==> src/rtl/bflp_pkg.sv <==
// Constants, types and helpers shared by the boot flash protection block.
package bflp_pkg;

  // ----------------------------------------------------------------
  // Register map (byte addresses on the AXI4-Lite port)
  // ----------------------------------------------------------------
  localparam logic [7:0] OFS_PTR = 8'h00;
  localparam logic [7:0] OFS_LOCKS = 8'h04;
  localparam logic [7:0] OFS_STATUS = 8'h08;
  localparam logic [7:0] OFS_LATCH = 8'h0c;
  localparam logic [7:0] OFS_RVEC = 8'h10;

  localparam logic [1:0] RESP_OKAY = 2'h0;
  localparam logic [1:0] RESP_SLVERR = 2'h2;

  // ----------------------------------------------------------------
  // Lock field layout and reset values
  // ----------------------------------------------------------------
  localparam int LK_GEN_LO = 0;
  localparam int LK_GEN_HI = 1;
  localparam int LK_APP_LO = 2;
  localparam int LK_APP_HI = 3;
  localparam int LK_BOOT_LO = 4;
  localparam int LK_BOOT_HI = 5;
  localparam logic [5:0] LOCK_RST = 6'h3f;
  localparam logic [15:0] PTR_RST = 16'h0000;
  localparam logic [7:0] DENIED_BYTE = 8'hff;

  // ----------------------------------------------------------------
  // Flash geometry
  // ----------------------------------------------------------------
  localparam int PAGE_WORD_BITS = 6;
  localparam logic [14:0] BOOT_START_WORD = 15'h7800;
  localparam logic [14:0] APP_RESET_WORD = 15'h0000;

  typedef enum logic [1:0] {
    OP_FILL = 2'h0,
    OP_ERASE = 2'h1,
    OP_WRITE = 2'h2,
    OP_SETLOCK = 2'h3
  } bflp_op_type;

  typedef enum logic [1:0] {
    ST_IDLE = 2'h1,
    ST_WAIT = 2'h2
  } bflp_state_type;

  function automatic logic bflp_in_boot(input logic [14:0] word_addr);
    return word_addr >= BOOT_START_WORD;
  endfunction : bflp_in_boot

endpackage : bflp_pkg

==> src/rtl/bflp_top.sv <==
// Boot flash protection: lock checks, pointer decode and reset vector selection.
//
// Summary of operation
// - Locks only programmed; chip erase restores them.
// - General write lock never blocks store-program.
// - General read/write lock never blocks load/store.
// - Application mode 1: no access restriction.
// - Application mode 2: writes blocked, reads allowed.
// - Application mode 3: writes and boot reads blocked.
// - Application mode 4: boot reads blocked, writes allowed.
// - Application modes 3/4: mask interrupts in application.
// - Boot mode 1: no access restriction.
// - Boot mode 2: writes blocked, reads allowed.
// - Boot mode 3: writes and application reads blocked.
// - Boot mode 4: application reads blocked, writes allowed.
// - Boot modes 3/4: mask interrupts in boot.
// - Fuse unprogrammed: reset vector is word zero.
// - Fuse programmed: reset vector is boot start.
// - Software can never alter any fuse.
// - Store address comes from sixteen-bit pointer.
// - Address splits into page and word fields.
// - Address latched when an operation starts.
// - Lock setting ignores the pointer entirely.
// - Load reads bytewise, pointer bit zero selects.
// - Store-program only acts from boot section.
//
// Added by the designer: the AXI4-Lite slave port and the register offsets.
module bflp_top
  import bflp_pkg::*;
(
  input wire logic mclk,
  input wire logic arst_n,
  input wire logic [7:0] awaddr,
  input wire logic awvalid,
  output logic awready,
  input wire logic [31:0] wdata,
  input wire logic [3:0] wstrb,
  input wire logic wvalid,
  output logic wready,
  output logic [1:0] bresp,
  output logic bvalid,
  input wire logic bready,
  input wire logic [7:0] araddr,
  input wire logic arvalid,
  output logic arready,
  output logic [31:0] rdata,
  output logic [1:0] rresp,
  output logic rvalid,
  input wire logic rready,
  input wire logic [14:0] cpu_pc,
  input wire logic vectors_in_boot,
  input wire logic spm_go,
  input wire logic [1:0] spm_op,
  input wire logic [7:0] spm_r0,
  input wire logic lpm_go,
  input wire logic flash_ack,
  input wire logic [15:0] flash_rdata,
  input wire logic boot_reset_fuse,
  input wire logic chip_erase,
  input wire logic ext_lock_strobe,
  input wire logic [5:0] ext_lock_data,
  output logic flash_req,
  output logic [1:0] flash_op,
  output logic [8:0] page_index_field,
  output logic [5:0] word_index_field,
  output logic flash_rd,
  output logic [14:0] flash_raddr,
  output logic spm_done,
  output logic spm_denied,
  output logic lpm_valid,
  output logic [7:0] lpm_data,
  output logic lpm_denied,
  output logic irq_block,
  output logic [14:0] reset_vector,
  output logic [5:0] lock_bits
);

  // ----------------------------------------------------------------
  // Pin synchronisers
  // ----------------------------------------------------------------
  logic [8:0] sync_a_r;
  logic [8:0] sync_b_r;
  logic strobe_d_r;
  logic fuse_s;
  logic erase_s;
  logic strobe_s;
  logic [5:0] ext_data_s;

  always_ff @(posedge mclk or negedge arst_n) begin
    if (!arst_n) begin
      // The fuse stage resets to its unprogrammed level, so no boot vector flashes out after reset.
      sync_a_r <= 9'h001;
      sync_b_r <= 9'h001;
      strobe_d_r <= 1'b0;
    end else begin
      sync_a_r <= {ext_lock_data, ext_lock_strobe, chip_erase, boot_reset_fuse};
      sync_b_r <= sync_a_r;
      strobe_d_r <= sync_b_r[2];
    end
  end

  assign fuse_s = sync_b_r[0];
  assign erase_s = sync_b_r[1];
  assign strobe_s = sync_b_r[2] && !strobe_d_r;
  assign ext_data_s = sync_b_r[8:3];

  // ----------------------------------------------------------------
  // Access decisions
  // ----------------------------------------------------------------
  logic [5:0] locks_r;
  logic [5:0] locks_nxt;
  logic [15:0] ptr_r;
  logic [15:0] ptr_nxt;
  logic [14:0] z_word;
  logic pc_boot;
  logic tgt_boot;
  logic wr_ok;
  logic rd_ok;

  // The general lock bits are stored but deliberately never consulted here.
  assign z_word = ptr_r[15:1];
  assign pc_boot = bflp_in_boot(cpu_pc);
  assign tgt_boot = bflp_in_boot(z_word);
  // Upper lock bit guards cross-section reads, lower bit guards writes.
  assign wr_ok = tgt_boot ? locks_r[LK_BOOT_LO] : locks_r[LK_APP_LO];
  assign rd_ok = tgt_boot ? (pc_boot || locks_r[LK_BOOT_HI])
               : (!pc_boot || locks_r[LK_APP_HI]);

  // ----------------------------------------------------------------
  // Store-program sequencing
  // ----------------------------------------------------------------
  bflp_state_type st_r;
  bflp_state_type st_nxt;
  logic flash_req_nxt;
  logic [1:0] flash_op_nxt;
  logic [8:0] page_nxt;
  logic [5:0] word_nxt;
  logic spm_done_nxt;
  logic spm_denied_nxt;
  logic [5:0] lock_and;

  always_comb begin
    st_nxt = st_r;
    flash_req_nxt = 1'b0;
    flash_op_nxt = flash_op;
    page_nxt = page_index_field;
    word_nxt = word_index_field;
    spm_done_nxt = 1'b0;
    spm_denied_nxt = spm_denied;
    lock_and = LOCK_RST;
    case (st_r)
      ST_IDLE: begin
        if (spm_go) begin
          if (!pc_boot) begin
            spm_done_nxt = 1'b1;
            spm_denied_nxt = 1'b1;
          end else if (spm_op == OP_SETLOCK) begin
            lock_and = spm_r0[5:0];
            spm_done_nxt = 1'b1;
            spm_denied_nxt = 1'b0;
          end else begin
            page_nxt = z_word[14:PAGE_WORD_BITS];
            word_nxt = z_word[PAGE_WORD_BITS-1:0];
            flash_op_nxt = spm_op;
            if (spm_op == OP_FILL || wr_ok) begin
              flash_req_nxt = 1'b1;
              spm_denied_nxt = 1'b0;
              st_nxt = ST_WAIT;
            end else begin
              spm_done_nxt = 1'b1;
              spm_denied_nxt = 1'b1;
            end
          end
        end
      end
      ST_WAIT: begin
        if (flash_ack) begin
          spm_done_nxt = 1'b1;
          st_nxt = ST_IDLE;
        end
      end
      default: begin
        st_nxt = ST_IDLE;
      end
    endcase
  end

  always_ff @(posedge mclk or negedge arst_n) begin
    if (!arst_n) begin
      st_r <= ST_IDLE;
      flash_req <= 1'b0;
      flash_op <= 2'h0;
      page_index_field <= '0;
      word_index_field <= '0;
      spm_done <= 1'b0;
      spm_denied <= 1'b0;
    end else begin
      st_r <= st_nxt;
      flash_req <= flash_req_nxt;
      flash_op <= flash_op_nxt;
      page_index_field <= page_nxt;
      word_index_field <= word_nxt;
      spm_done <= spm_done_nxt;
      spm_denied <= spm_denied_nxt;
    end
  end

  // ----------------------------------------------------------------
  // Lock bits, interrupt masking and reset vector
  // ----------------------------------------------------------------
  logic irq_nxt;
  logic [14:0] rvec_nxt;

  always_comb begin
    // Bits only ever move towards programmed; erase and reset are the only ways back.
    locks_nxt = locks_r & lock_and;
    if (strobe_s) begin
      locks_nxt = locks_nxt & ext_data_s;
    end
    if (erase_s) begin
      locks_nxt = LOCK_RST;
    end
    irq_nxt = (!locks_r[LK_APP_HI] && vectors_in_boot && !pc_boot)
           || (!locks_r[LK_BOOT_HI] && !vectors_in_boot && pc_boot);
    // The fuse has no write path from software at all.
    rvec_nxt = fuse_s ? APP_RESET_WORD : BOOT_START_WORD;
  end

  always_ff @(posedge mclk or negedge arst_n) begin
    if (!arst_n) begin
      locks_r <= LOCK_RST;
      irq_block <= 1'b0;
      reset_vector <= APP_RESET_WORD;
    end else begin
      locks_r <= locks_nxt;
      irq_block <= irq_nxt;
      reset_vector <= rvec_nxt;
    end
  end

  assign lock_bits = locks_r;

  // ----------------------------------------------------------------
  // Load-program reads
  // ----------------------------------------------------------------
  logic rd_wait_r;
  logic byte_sel_r;
  logic flash_rd_nxt;
  logic [14:0] raddr_nxt;
  logic byte_sel_nxt;
  logic lpm_valid_nxt;
  logic [7:0] lpm_data_nxt;
  logic lpm_denied_nxt;

  always_comb begin
    flash_rd_nxt = 1'b0;
    raddr_nxt = flash_raddr;
    byte_sel_nxt = byte_sel_r;
    lpm_valid_nxt = 1'b0;
    lpm_data_nxt = lpm_data;
    lpm_denied_nxt = lpm_denied;
    if (lpm_go && !flash_rd && !rd_wait_r) begin
      if (rd_ok) begin
        flash_rd_nxt = 1'b1;
        raddr_nxt = z_word;
        byte_sel_nxt = ptr_r[0];
        lpm_denied_nxt = 1'b0;
      end else begin
        lpm_valid_nxt = 1'b1;
        lpm_data_nxt = DENIED_BYTE;
        lpm_denied_nxt = 1'b1;
      end
    end
    if (rd_wait_r) begin
      lpm_valid_nxt = 1'b1;
      lpm_data_nxt = byte_sel_r ? flash_rdata[15:8] : flash_rdata[7:0];
    end
  end

  always_ff @(posedge mclk or negedge arst_n) begin
    if (!arst_n) begin
      flash_rd <= 1'b0;
      rd_wait_r <= 1'b0;
      flash_raddr <= '0;
      byte_sel_r <= 1'b0;
      lpm_valid <= 1'b0;
      lpm_data <= '0;
      lpm_denied <= 1'b0;
    end else begin
      flash_rd <= flash_rd_nxt;
      rd_wait_r <= flash_rd;
      flash_raddr <= raddr_nxt;
      byte_sel_r <= byte_sel_nxt;
      lpm_valid <= lpm_valid_nxt;
      lpm_data <= lpm_data_nxt;
      lpm_denied <= lpm_denied_nxt;
    end
  end

  // ----------------------------------------------------------------
  // AXI4-Lite slave
  // ----------------------------------------------------------------
  logic aw_hold_r;
  logic w_hold_r;
  logic [7:0] awaddr_r;
  logic [31:0] wdata_r;
  logic [3:0] wstrb_r;
  logic aw_hold_nxt;
  logic w_hold_nxt;
  logic [7:0] awaddr_nxt;
  logic [31:0] wdata_nxt;
  logic [3:0] wstrb_nxt;
  logic bvalid_nxt;
  logic [1:0] bresp_nxt;
  logic rvalid_nxt;
  logic [31:0] rdata_nxt;
  logic [1:0] rresp_nxt;

  assign awready = !aw_hold_r && !bvalid;
  assign wready = !w_hold_r && !bvalid;
  assign arready = !rvalid;

  always_comb begin
    aw_hold_nxt = aw_hold_r || (awvalid && awready);
    w_hold_nxt = w_hold_r || (wvalid && wready);
    awaddr_nxt = aw_hold_r ? awaddr_r : awaddr;
    wdata_nxt = w_hold_r ? wdata_r : wdata;
    wstrb_nxt = w_hold_r ? wstrb_r : wstrb;
    bvalid_nxt = bvalid && !bready;
    bresp_nxt = bresp;
    ptr_nxt = ptr_r;
    if (aw_hold_nxt && w_hold_nxt && !bvalid) begin
      aw_hold_nxt = 1'b0;
      w_hold_nxt = 1'b0;
      bvalid_nxt = 1'b1;
      bresp_nxt = RESP_OKAY;
      case (awaddr_nxt)
        OFS_PTR: begin
          if (wstrb_nxt[0]) begin
            ptr_nxt[7:0] = wdata_nxt[7:0];
          end
          if (wstrb_nxt[1]) begin
            ptr_nxt[15:8] = wdata_nxt[15:8];
          end
        end
        OFS_LOCKS, OFS_STATUS, OFS_LATCH, OFS_RVEC: begin
          bresp_nxt = RESP_OKAY;
        end
        default: begin
          bresp_nxt = RESP_SLVERR;
        end
      endcase
    end
    rvalid_nxt = rvalid && !rready;
    rdata_nxt = rdata;
    rresp_nxt = rresp;
    if (arvalid && arready) begin
      rvalid_nxt = 1'b1;
      rresp_nxt = RESP_OKAY;
      case (araddr)
        OFS_PTR: rdata_nxt = {16'h0000, ptr_r};
        OFS_LOCKS: rdata_nxt = {26'h0000000, locks_r};
        OFS_STATUS: rdata_nxt = {24'h000000, 1'b0, lpm_denied, spm_denied,
                                  fuse_s, irq_block, pc_boot, tgt_boot, st_r == ST_WAIT};
        OFS_LATCH: rdata_nxt = {17'h00000, page_index_field, word_index_field};
        OFS_RVEC: rdata_nxt = {17'h00000, reset_vector};
        default: begin
          rdata_nxt = 32'h00000000;
          rresp_nxt = RESP_SLVERR;
        end
      endcase
    end
  end

  always_ff @(posedge mclk or negedge arst_n) begin
    if (!arst_n) begin
      aw_hold_r <= 1'b0;
      w_hold_r <= 1'b0;
      awaddr_r <= '0;
      wdata_r <= '0;
      wstrb_r <= '0;
      bvalid <= 1'b0;
      bresp <= RESP_OKAY;
      rvalid <= 1'b0;
      rdata <= '0;
      rresp <= RESP_OKAY;
      ptr_r <= PTR_RST;
    end else begin
      aw_hold_r <= aw_hold_nxt;
      w_hold_r <= w_hold_nxt;
      awaddr_r <= awaddr_nxt;
      wdata_r <= wdata_nxt;
      wstrb_r <= wstrb_nxt;
      bvalid <= bvalid_nxt;
      bresp <= bresp_nxt;
      rvalid <= rvalid_nxt;
      rdata <= rdata_nxt;
      rresp <= rresp_nxt;
      ptr_r <= ptr_nxt;
    end
  end

  // ----------------------------------------------------------------
  // Assertions
  // ----------------------------------------------------------------
  a_spm_from_app: assert property (@(posedge mclk) disable iff (!arst_n)
    st_r == ST_IDLE && spm_go && !pc_boot |=> spm_done && spm_denied && !flash_req)
    else $error("store-program from application was not refused");

  a_write_lock: assert property (@(posedge mclk) disable iff (!arst_n)
    st_r == ST_IDLE && spm_go && pc_boot && spm_op == OP_ERASE
    && !(tgt_boot ? locks_r[LK_BOOT_LO] : locks_r[LK_APP_LO]) |=> !flash_req && spm_denied)
    else $error("locked section received an erase");

  a_gen_lock_free: assert property (@(posedge mclk) disable iff (!arst_n)
    st_r == ST_IDLE && spm_go && pc_boot && spm_op == OP_WRITE && !tgt_boot
    && locks_r[LK_APP_LO] && !locks_r[LK_GEN_LO] |=> flash_req)
    else $error("general lock blocked a permitted write");

  a_app_read_lock: assert property (@(posedge mclk) disable iff (!arst_n)
    lpm_go && !flash_rd && !rd_wait_r && pc_boot && !tgt_boot && !locks_r[LK_APP_HI]
    |=> lpm_valid && lpm_denied && !flash_rd)
    else $error("boot code read a protected application byte");

  a_boot_read_lock: assert property (@(posedge mclk) disable iff (!arst_n)
    lpm_go && !flash_rd && !rd_wait_r && !pc_boot && tgt_boot && !locks_r[LK_BOOT_HI]
    |=> lpm_valid && lpm_denied && !flash_rd)
    else $error("application code read a protected boot byte");

  a_read_path: assert property (@(posedge mclk) disable iff (!arst_n)
    lpm_go && !flash_rd && !rd_wait_r && rd_ok
    |=> flash_rd ##1 !lpm_valid ##1 lpm_valid && !lpm_denied)
    else $error("granted read did not complete in three cycles");

  a_lock_monotone: assert property (@(posedge mclk) disable iff (!arst_n)
    !erase_s |=> (locks_r & ~$past(locks_r)) == 6'h00)
    else $error("lock bit returned to unprogrammed without erase");

  a_setlock_z_free: assert property (@(posedge mclk) disable iff (!arst_n)
    st_r == ST_IDLE && spm_go && pc_boot && spm_op == OP_SETLOCK && !erase_s && !strobe_s
    |=> locks_r == ($past(locks_r) & $past(spm_r0[5:0])) && $stable(page_index_field))
    else $error("lock setting did not follow the data byte");

  a_latch_hold: assert property (@(posedge mclk) disable iff (!arst_n)
    st_r == ST_WAIT |=> $stable(page_index_field) && $stable(word_index_field))
    else $error("latched address moved during an operation");

  a_irq_mask: assert property (@(posedge mclk) disable iff (!arst_n)
    !locks_r[LK_APP_HI] && vectors_in_boot && !pc_boot |=> irq_block)
    else $error("interrupts not masked in application section");

  a_reset_vector: assert property (@(posedge mclk) disable iff (!arst_n)
    !fuse_s |=> reset_vector == BOOT_START_WORD)
    else $error("programmed fuse did not select the boot vector");

endmodule : bflp_top

==> config.mk <==
export PLATFORM = sky130hd
export DESIGN_NAME = bflp_top
export DESIGN_NICKNAME = d
export VERILOG_FILES = /design/src/rtl/bflp_pkg.sv /design/src/rtl/bflp_top.sv
export SDC_FILE = /design/constraint.sdc
export NUM_CORES = 1
export LEC_CHECK = 0
export BUFFER_PORTS_ARGS = -buffer_cell sky130_fd_sc_hd__buf_2
export CORE_MARGIN = 5
export CORE_UTILIZATION = 40
export CTS_BUF_LIST = sky130_fd_sc_hd__clkbuf_2
export DETAILED_ROUTE_END_ITERATION = 8
export PLACE_DENSITY = 0.73
export SLEW_MARGIN = 20
export SYNTH_ARGS = -nofsm -noshare
export SYNTH_HDL_FRONTEND = slang
export SYNTH_SLANG_ARGS = --single-unit
export TNS_END_PERCENT = 50
==> constraint.sdc <==
create_clock -name mclk -period 4.38 [get_ports mclk]
set_clock_uncertainty 0.1 [all_clocks]
set_input_delay 0.657 -clock mclk [delete_from_list [all_inputs] [get_ports mclk]]
set_output_delay 0.657 -clock mclk [all_outputs]
set_load 0.005 [all_outputs]
==> Word level (Yosys, flattened, before mapping) <==
Index checks and enable logic that the tools add are counted.
{ "word_totals": {"ff_bits": 173, "input_bits": 113, "elab_cells": 149} }
{ "op_classes": {"magnitude_cmp": 2, "eq_ne": 17, "n_mux": 47, "n_bitwise": 3, "reduce_logical": 48} }
{ "op_table": {"columns": ["operator", "count"], "rows": [
  ["$pmux W16 S5", 1],
  ["$mux W8", 5],
  ["$mux W6", 6],
  ["$eq A8 B4 Y1 const B", 4],
  ["$ge A15 B15 Y1 const B", 2],
  ["$mux W1", 23],
  ["$eq A8 B3 Y1 const B", 2],
  ["$eq A8 B5 Y1 const B", 2],
  ["$logic_and A1 B1 Y1", 16],
  ["$logic_not A8 Y1", 2],
  ["$mux W16", 1],
  ["$mux W2", 8],
  ["$mux W15", 1],
  ["$logic_not A1 Y1", 13],
  ["$and A6 B6 Y6", 2],
  ["$ne A2 B2 Y1 const B", 5],
  ["$reduce_or A5 Y1", 2],
  ["$logic_or A1 B1 Y1", 6],
  ["$reduce_and A2 Y1", 3],
  ["$reduce_and A3 Y1", 2],
  ["$reduce_and A5 Y1", 1],
  ["$eq A2 B2 Y1 const B", 2],
  ["$pmux W2 S2", 1],
  ["$reduce_and A4 Y1", 1],
  ["other kinds (6)", 6]
]} }

==> Depth between registers and ports, before layout <==
{ "logic_depth": {"ltp_word": 9, "ltp_mapped": 7} }

==> Worst setup path before layout <==
OpenSTA, ideal clock, no wires.
{ "synth_path": {"path_type": "input port to flip-flop", "from": "in cpu_pc[14]", "to": "reg byte_sel_r", "setup_ps": 127, "arrival_time_ps": 2035, "required_ps": 4153, "slack_ps": 2118, "path_stages": 6, "path_buffers": 2, "cell_sequence": "and4_1 > buf_2 > nor3_2 > nor4b_4 > buf_6 > mux2_1"} }
{ "synth_between": {"elab_chain_cells": 5, "word_cells_on_any_way": 6, "classes_between": "order compare: 1; mux: 1; reduce/logical: 4"} }
{ "synth_lines": {"columns": ["item", "line_no", "rtl"], "rows": [
  ["from (decl)", "bflp_top.sv:50", "input wire logic [14:0] cpu_pc,"],
  ["$ge A15 B15 Y1 *", "bflp_pkg.sv:49", "return word_addr >= BOOT_START_WORD;"],
  ["$logic_not A1 Y1", "bflp_top.sv:127", ": (!pc_boot || locks_r[LK_APP_HI]);"],
  ["$logic_or A1 B1 Y1", "bflp_top.sv:127", null],
  ["$mux W1 *", "bflp_top.sv:126", "assign rd_ok = tgt_boot ? (pc_boot || locks_r[LK_BOOT_HI])"],
  ["$reduce_and A2 Y1 (no line) *", null, null],
  ["to (signal assigned)", "bflp_top.sv:293", "byte_sel_r <= byte_sel_nxt;"],
  ["to (decl)", "bflp_top.sv:247", "logic byte_sel_r;"]
]} }
Mark *: on every way between the ends. The rest lies on a longest branch, timed or not.
A chain may end at the register's enable or synchronous reset.

==> Final worst setup path <==
{ "layout_path": {"from": "reg w_hold_r", "to": "out wready"} }
{ "layout_between": {"elab_chain_cells": 2} }
{ "layout_lines": {"columns": ["item", "line_no", "rtl"], "rows": [
  ["from (decl)", "bflp_top.sv:304", "logic w_hold_r;"],
  ["from (signal assigned)", "bflp_top.sv:390", "w_hold_r <= w_hold_nxt;"],
  ["$logic_not A1 Y1", "bflp_top.sv:320", "assign wready = !w_hold_r && !bvalid;"],
  ["$logic_and A1 B1 Y1", "bflp_top.sv:320", null],
  ["to (decl)", "bflp_top.sv:39", "output logic wready,"]
]} }
No other way between the ends.

==> impl_metrics.toml <==
[cells_and_area]
fill_cells = 1295
regArea_um2 = 3540
multi_input_area_um2 = 2230
layout.nets = 748
stdcell_area_um2 = 7420
n_antenna_cell = 0
syn2layout_area_growth_pct = 23.4
drive_gt1_share_pct = 45.0
final_util_pct = 50.7

[worst_setup_path]
r2r_cells = 4
critPathRequiredTime_ns = 3.62
reg2reg_slack_ns = 1.79
reg2reg_from = "w_hold_r"
r2r_end = "ptr_r[5]"
critPathMaxFanout = 21
arrival_ns = 1.93
cp-end-kind = "output port"
startpoint_type = "flop"
critPathKind = "flop to output port"

[clocking]
cts_tree = "built"
path_clk_slew_ns = 0.23
clk_path_buf_depth = 2
cts_buffers = 17
cts.sinks = 141
clk-insertion-delay-late_ns = 0.71
htreeDepth = 4
clockRootBuffer = "clkbuf_2"

[yosys]
syn_area_um2 = 6020
yosysUniqueCellTypes = 53
ys_async_sr_fraction_pct = 100
ys.flop_type = "dfrtp_1"
synth_seq_area_share_pct = 58.8
synth_edf_count = 0
synthCells = 441
syn_avg_cell_area_um2 = 13.6
synth_seq_cells = 141
yosys_warnings = 0

[floorplan]
rows = 44
die-area_um2 = 17600
initial_utilization_pct = 41.1
ios = 222
die_w_um = 133
die_h_um = 133
core_um2 = 14600

[grt]
antenna_found_initial = 0
grt_max_degree = 79
grt_pass1_vias = 4199
grt_usage_pct = 16.1
grt-ovfl-total = 0
grt_pass1_wl_um = 22300

[timing]
rsz0062_at_grt = "no"
relSlewSlack_pct = 39.5
fin_crit_ns = 2.68
fmax_mhz = 373
maxSlewViolCount = 0
hold_viol_final = 0
tightest_slew_ns = 0.907
finalSetupTns_ns = 0
setup_viol = 0
finalCritPeriodShare_pct = 61.3

[detailed_routing]
drt_iter0_drc = 151
route.detailed.drc = 0
ant_nets = 0
firstDrtPassIters = 4
wl_per_cell_um = 17.2
dr_total_vias = 4109
via_per_inst = 4.95
totalWireLength_um = 14300

[power]
leakagePower_nw = 3.70
ir_worst_vdd_uv = 283
power.density_nw_per_um2 = 419

[placement]
io_buffers = 161
hpwl_um = 10700
place_area_um2 = 6860
gp_congestion = 0.801

[run_status]
status = "finished, final reports clean"

[job]
max-cap-violations = 0

[min_path]
hp-class = "primary input to flop"
min_to = "flash_op[0]"
hp-start = "spm_op[0]"
min_path_cells = 2
worst max-delay path: stages, from the launching register on:
cell,delay (ns)
dfrtp_1,0.99
nor2_1,0.10
buf_2,0.16
cell families after synthesis:
family / share of synthesized area (%)
other: 0.0623
muxes: 18.1
AOI/OAI and AO/OA: 7.82
and+or+nand+nor: 8.94
DFF: 58.8
buffers and inverters: 5.84
adders and majority gates: 0.416
through the flow:
step	setup slack (ns)	std cells	hold WS, ns	total power, mW
after global placement	1.83	768	0.232	2.26
after CTS	1.59	813	0.000000222	3.14
after detailed placement	1.80	768	0.236	2.30
after floorplan	2.12	469	0.231	2.08
final	1.70	830	0.107	3.11
after global routing	1.50	830	0.00634	3.30
power by group:
group / internal (mW) / switching (mW) / leakage (nW) / total (mW)
Clock: 0.286 / 0.536 / 0.157 / 0.822
Sequential: 1.51 / 0.179 / 1.78 / 1.69
Combinational: 0.344 / 0.254 / 1.76 / 0.598
layout make-up:
type                    instances  area share [%]
inverters                       7           0.354
repair buffers                194            15.3
clock inverters                15            2.38
flip-flops and latches        141            47.7
well taps                     184            3.10
multi-input cells             272            30.0
clock buffers                  17            1.15
worst max-delay path by stage:
stage | cells past startpoint | startpoint | end | slack [ns]
after floorplan | 6 | cpu_pc[14] | byte_sel_r | 2.12
after global placement | 4 | w_hold_r | ptr_r[2] | 1.83
after detailed placement | 4 | w_hold_r | ptr_r[2] | 1.80
after CTS | 2 | w_hold_r | wready | 1.59
after global routing | 2 | w_hold_r | wready | 1.50
final | 2 | w_hold_r | wready | 1.70
registers in the layout (all words and copies together) (netlist names), 6 cells and up:
signal            cells
rdata                16
word_index_field      6
sync_b_r              9
lpm_data              8
wdata_r              16
flash_raddr          15
sync_a_r              9
awaddr_r              8
ptr_r                16
lock_bits             6
page_index_field      9
timing repair:
| item | CTS | global route |
|---|---|---|
| hold endpoints to repair | 79 | 17 |
| buffers inserted | 0 | 0 |
| hold buffers | 13 | 17 |
| gates resized for setup | 0 | 0 |
synth_stat cells (3+ instances only):
| master | n | share of area (%) |
|---|---|---|
| mux2_2 | 57 | 11 |
| mux2i_1 | 10 | 1.7 |
| nand2_1 | 19 | 1.2 |
| clkbuf_1 | 10 | 0.62 |
| dfstp_2 | 9 | 3.9 |
| mux2_1 | 8 | 1.5 |
| o21ai_0 | 16 | 1.3 |
| mux4_2 | 6 | 2.2 |
| dfrtp_1 | 132 | 55 |
| nor2_1 | 22 | 1.4 |
| mux2_4 | 8 | 2.0 |
| a21oi_1 | 5 | 0.42 |
| o221ai_1 | 6 | 0.87 |
| nor2b_1 | 3 | 0.31 |
| buf_4 | 33 | 4.1 |
| nand4_1 | 3 | 0.31 |
| and2_1 | 5 | 0.52 |
| inv_1 | 7 | 0.44 |
| a22oi_1 | 12 | 1.5 |
| nand3_1 | 8 | 0.67 |
| nand2b_1 | 8 | 0.83 |
| a22o_1 | 12 | 1.7 |
placed cells by master, fill, tap and decap left out, types with 5 or more instances in the layout:
master,instances
inv_6,6
mux2i_1,10
dfstp_2,9
nor2_1,22
nand2_1,19
and2_1,5
conb_1,29
a22o_1,12
nand2b_1,8
buf_2,160
mux2_1,8
a22oi_1,12
dlygate4sd3_1,30
dfrtp_1,132
mux4_2,6
a21oi_1,5
o221ai_1,6
nand3_1,8
o21ai_0,16
mux2_4,8
clkbuf_2,17
mux2_2,57
inv_1,7
layer usage:
metal	part of all wire [%]	GRT usage (%)	vias to the layer above
li1	-	-	1914
met1	42	19.7	2036
met2	50	26.8	145
met3	6.9	5.66	14
met4	1.1	4.79	0
met5	0	0	-
Note: power is estimated with default switching activity, not from simulation.
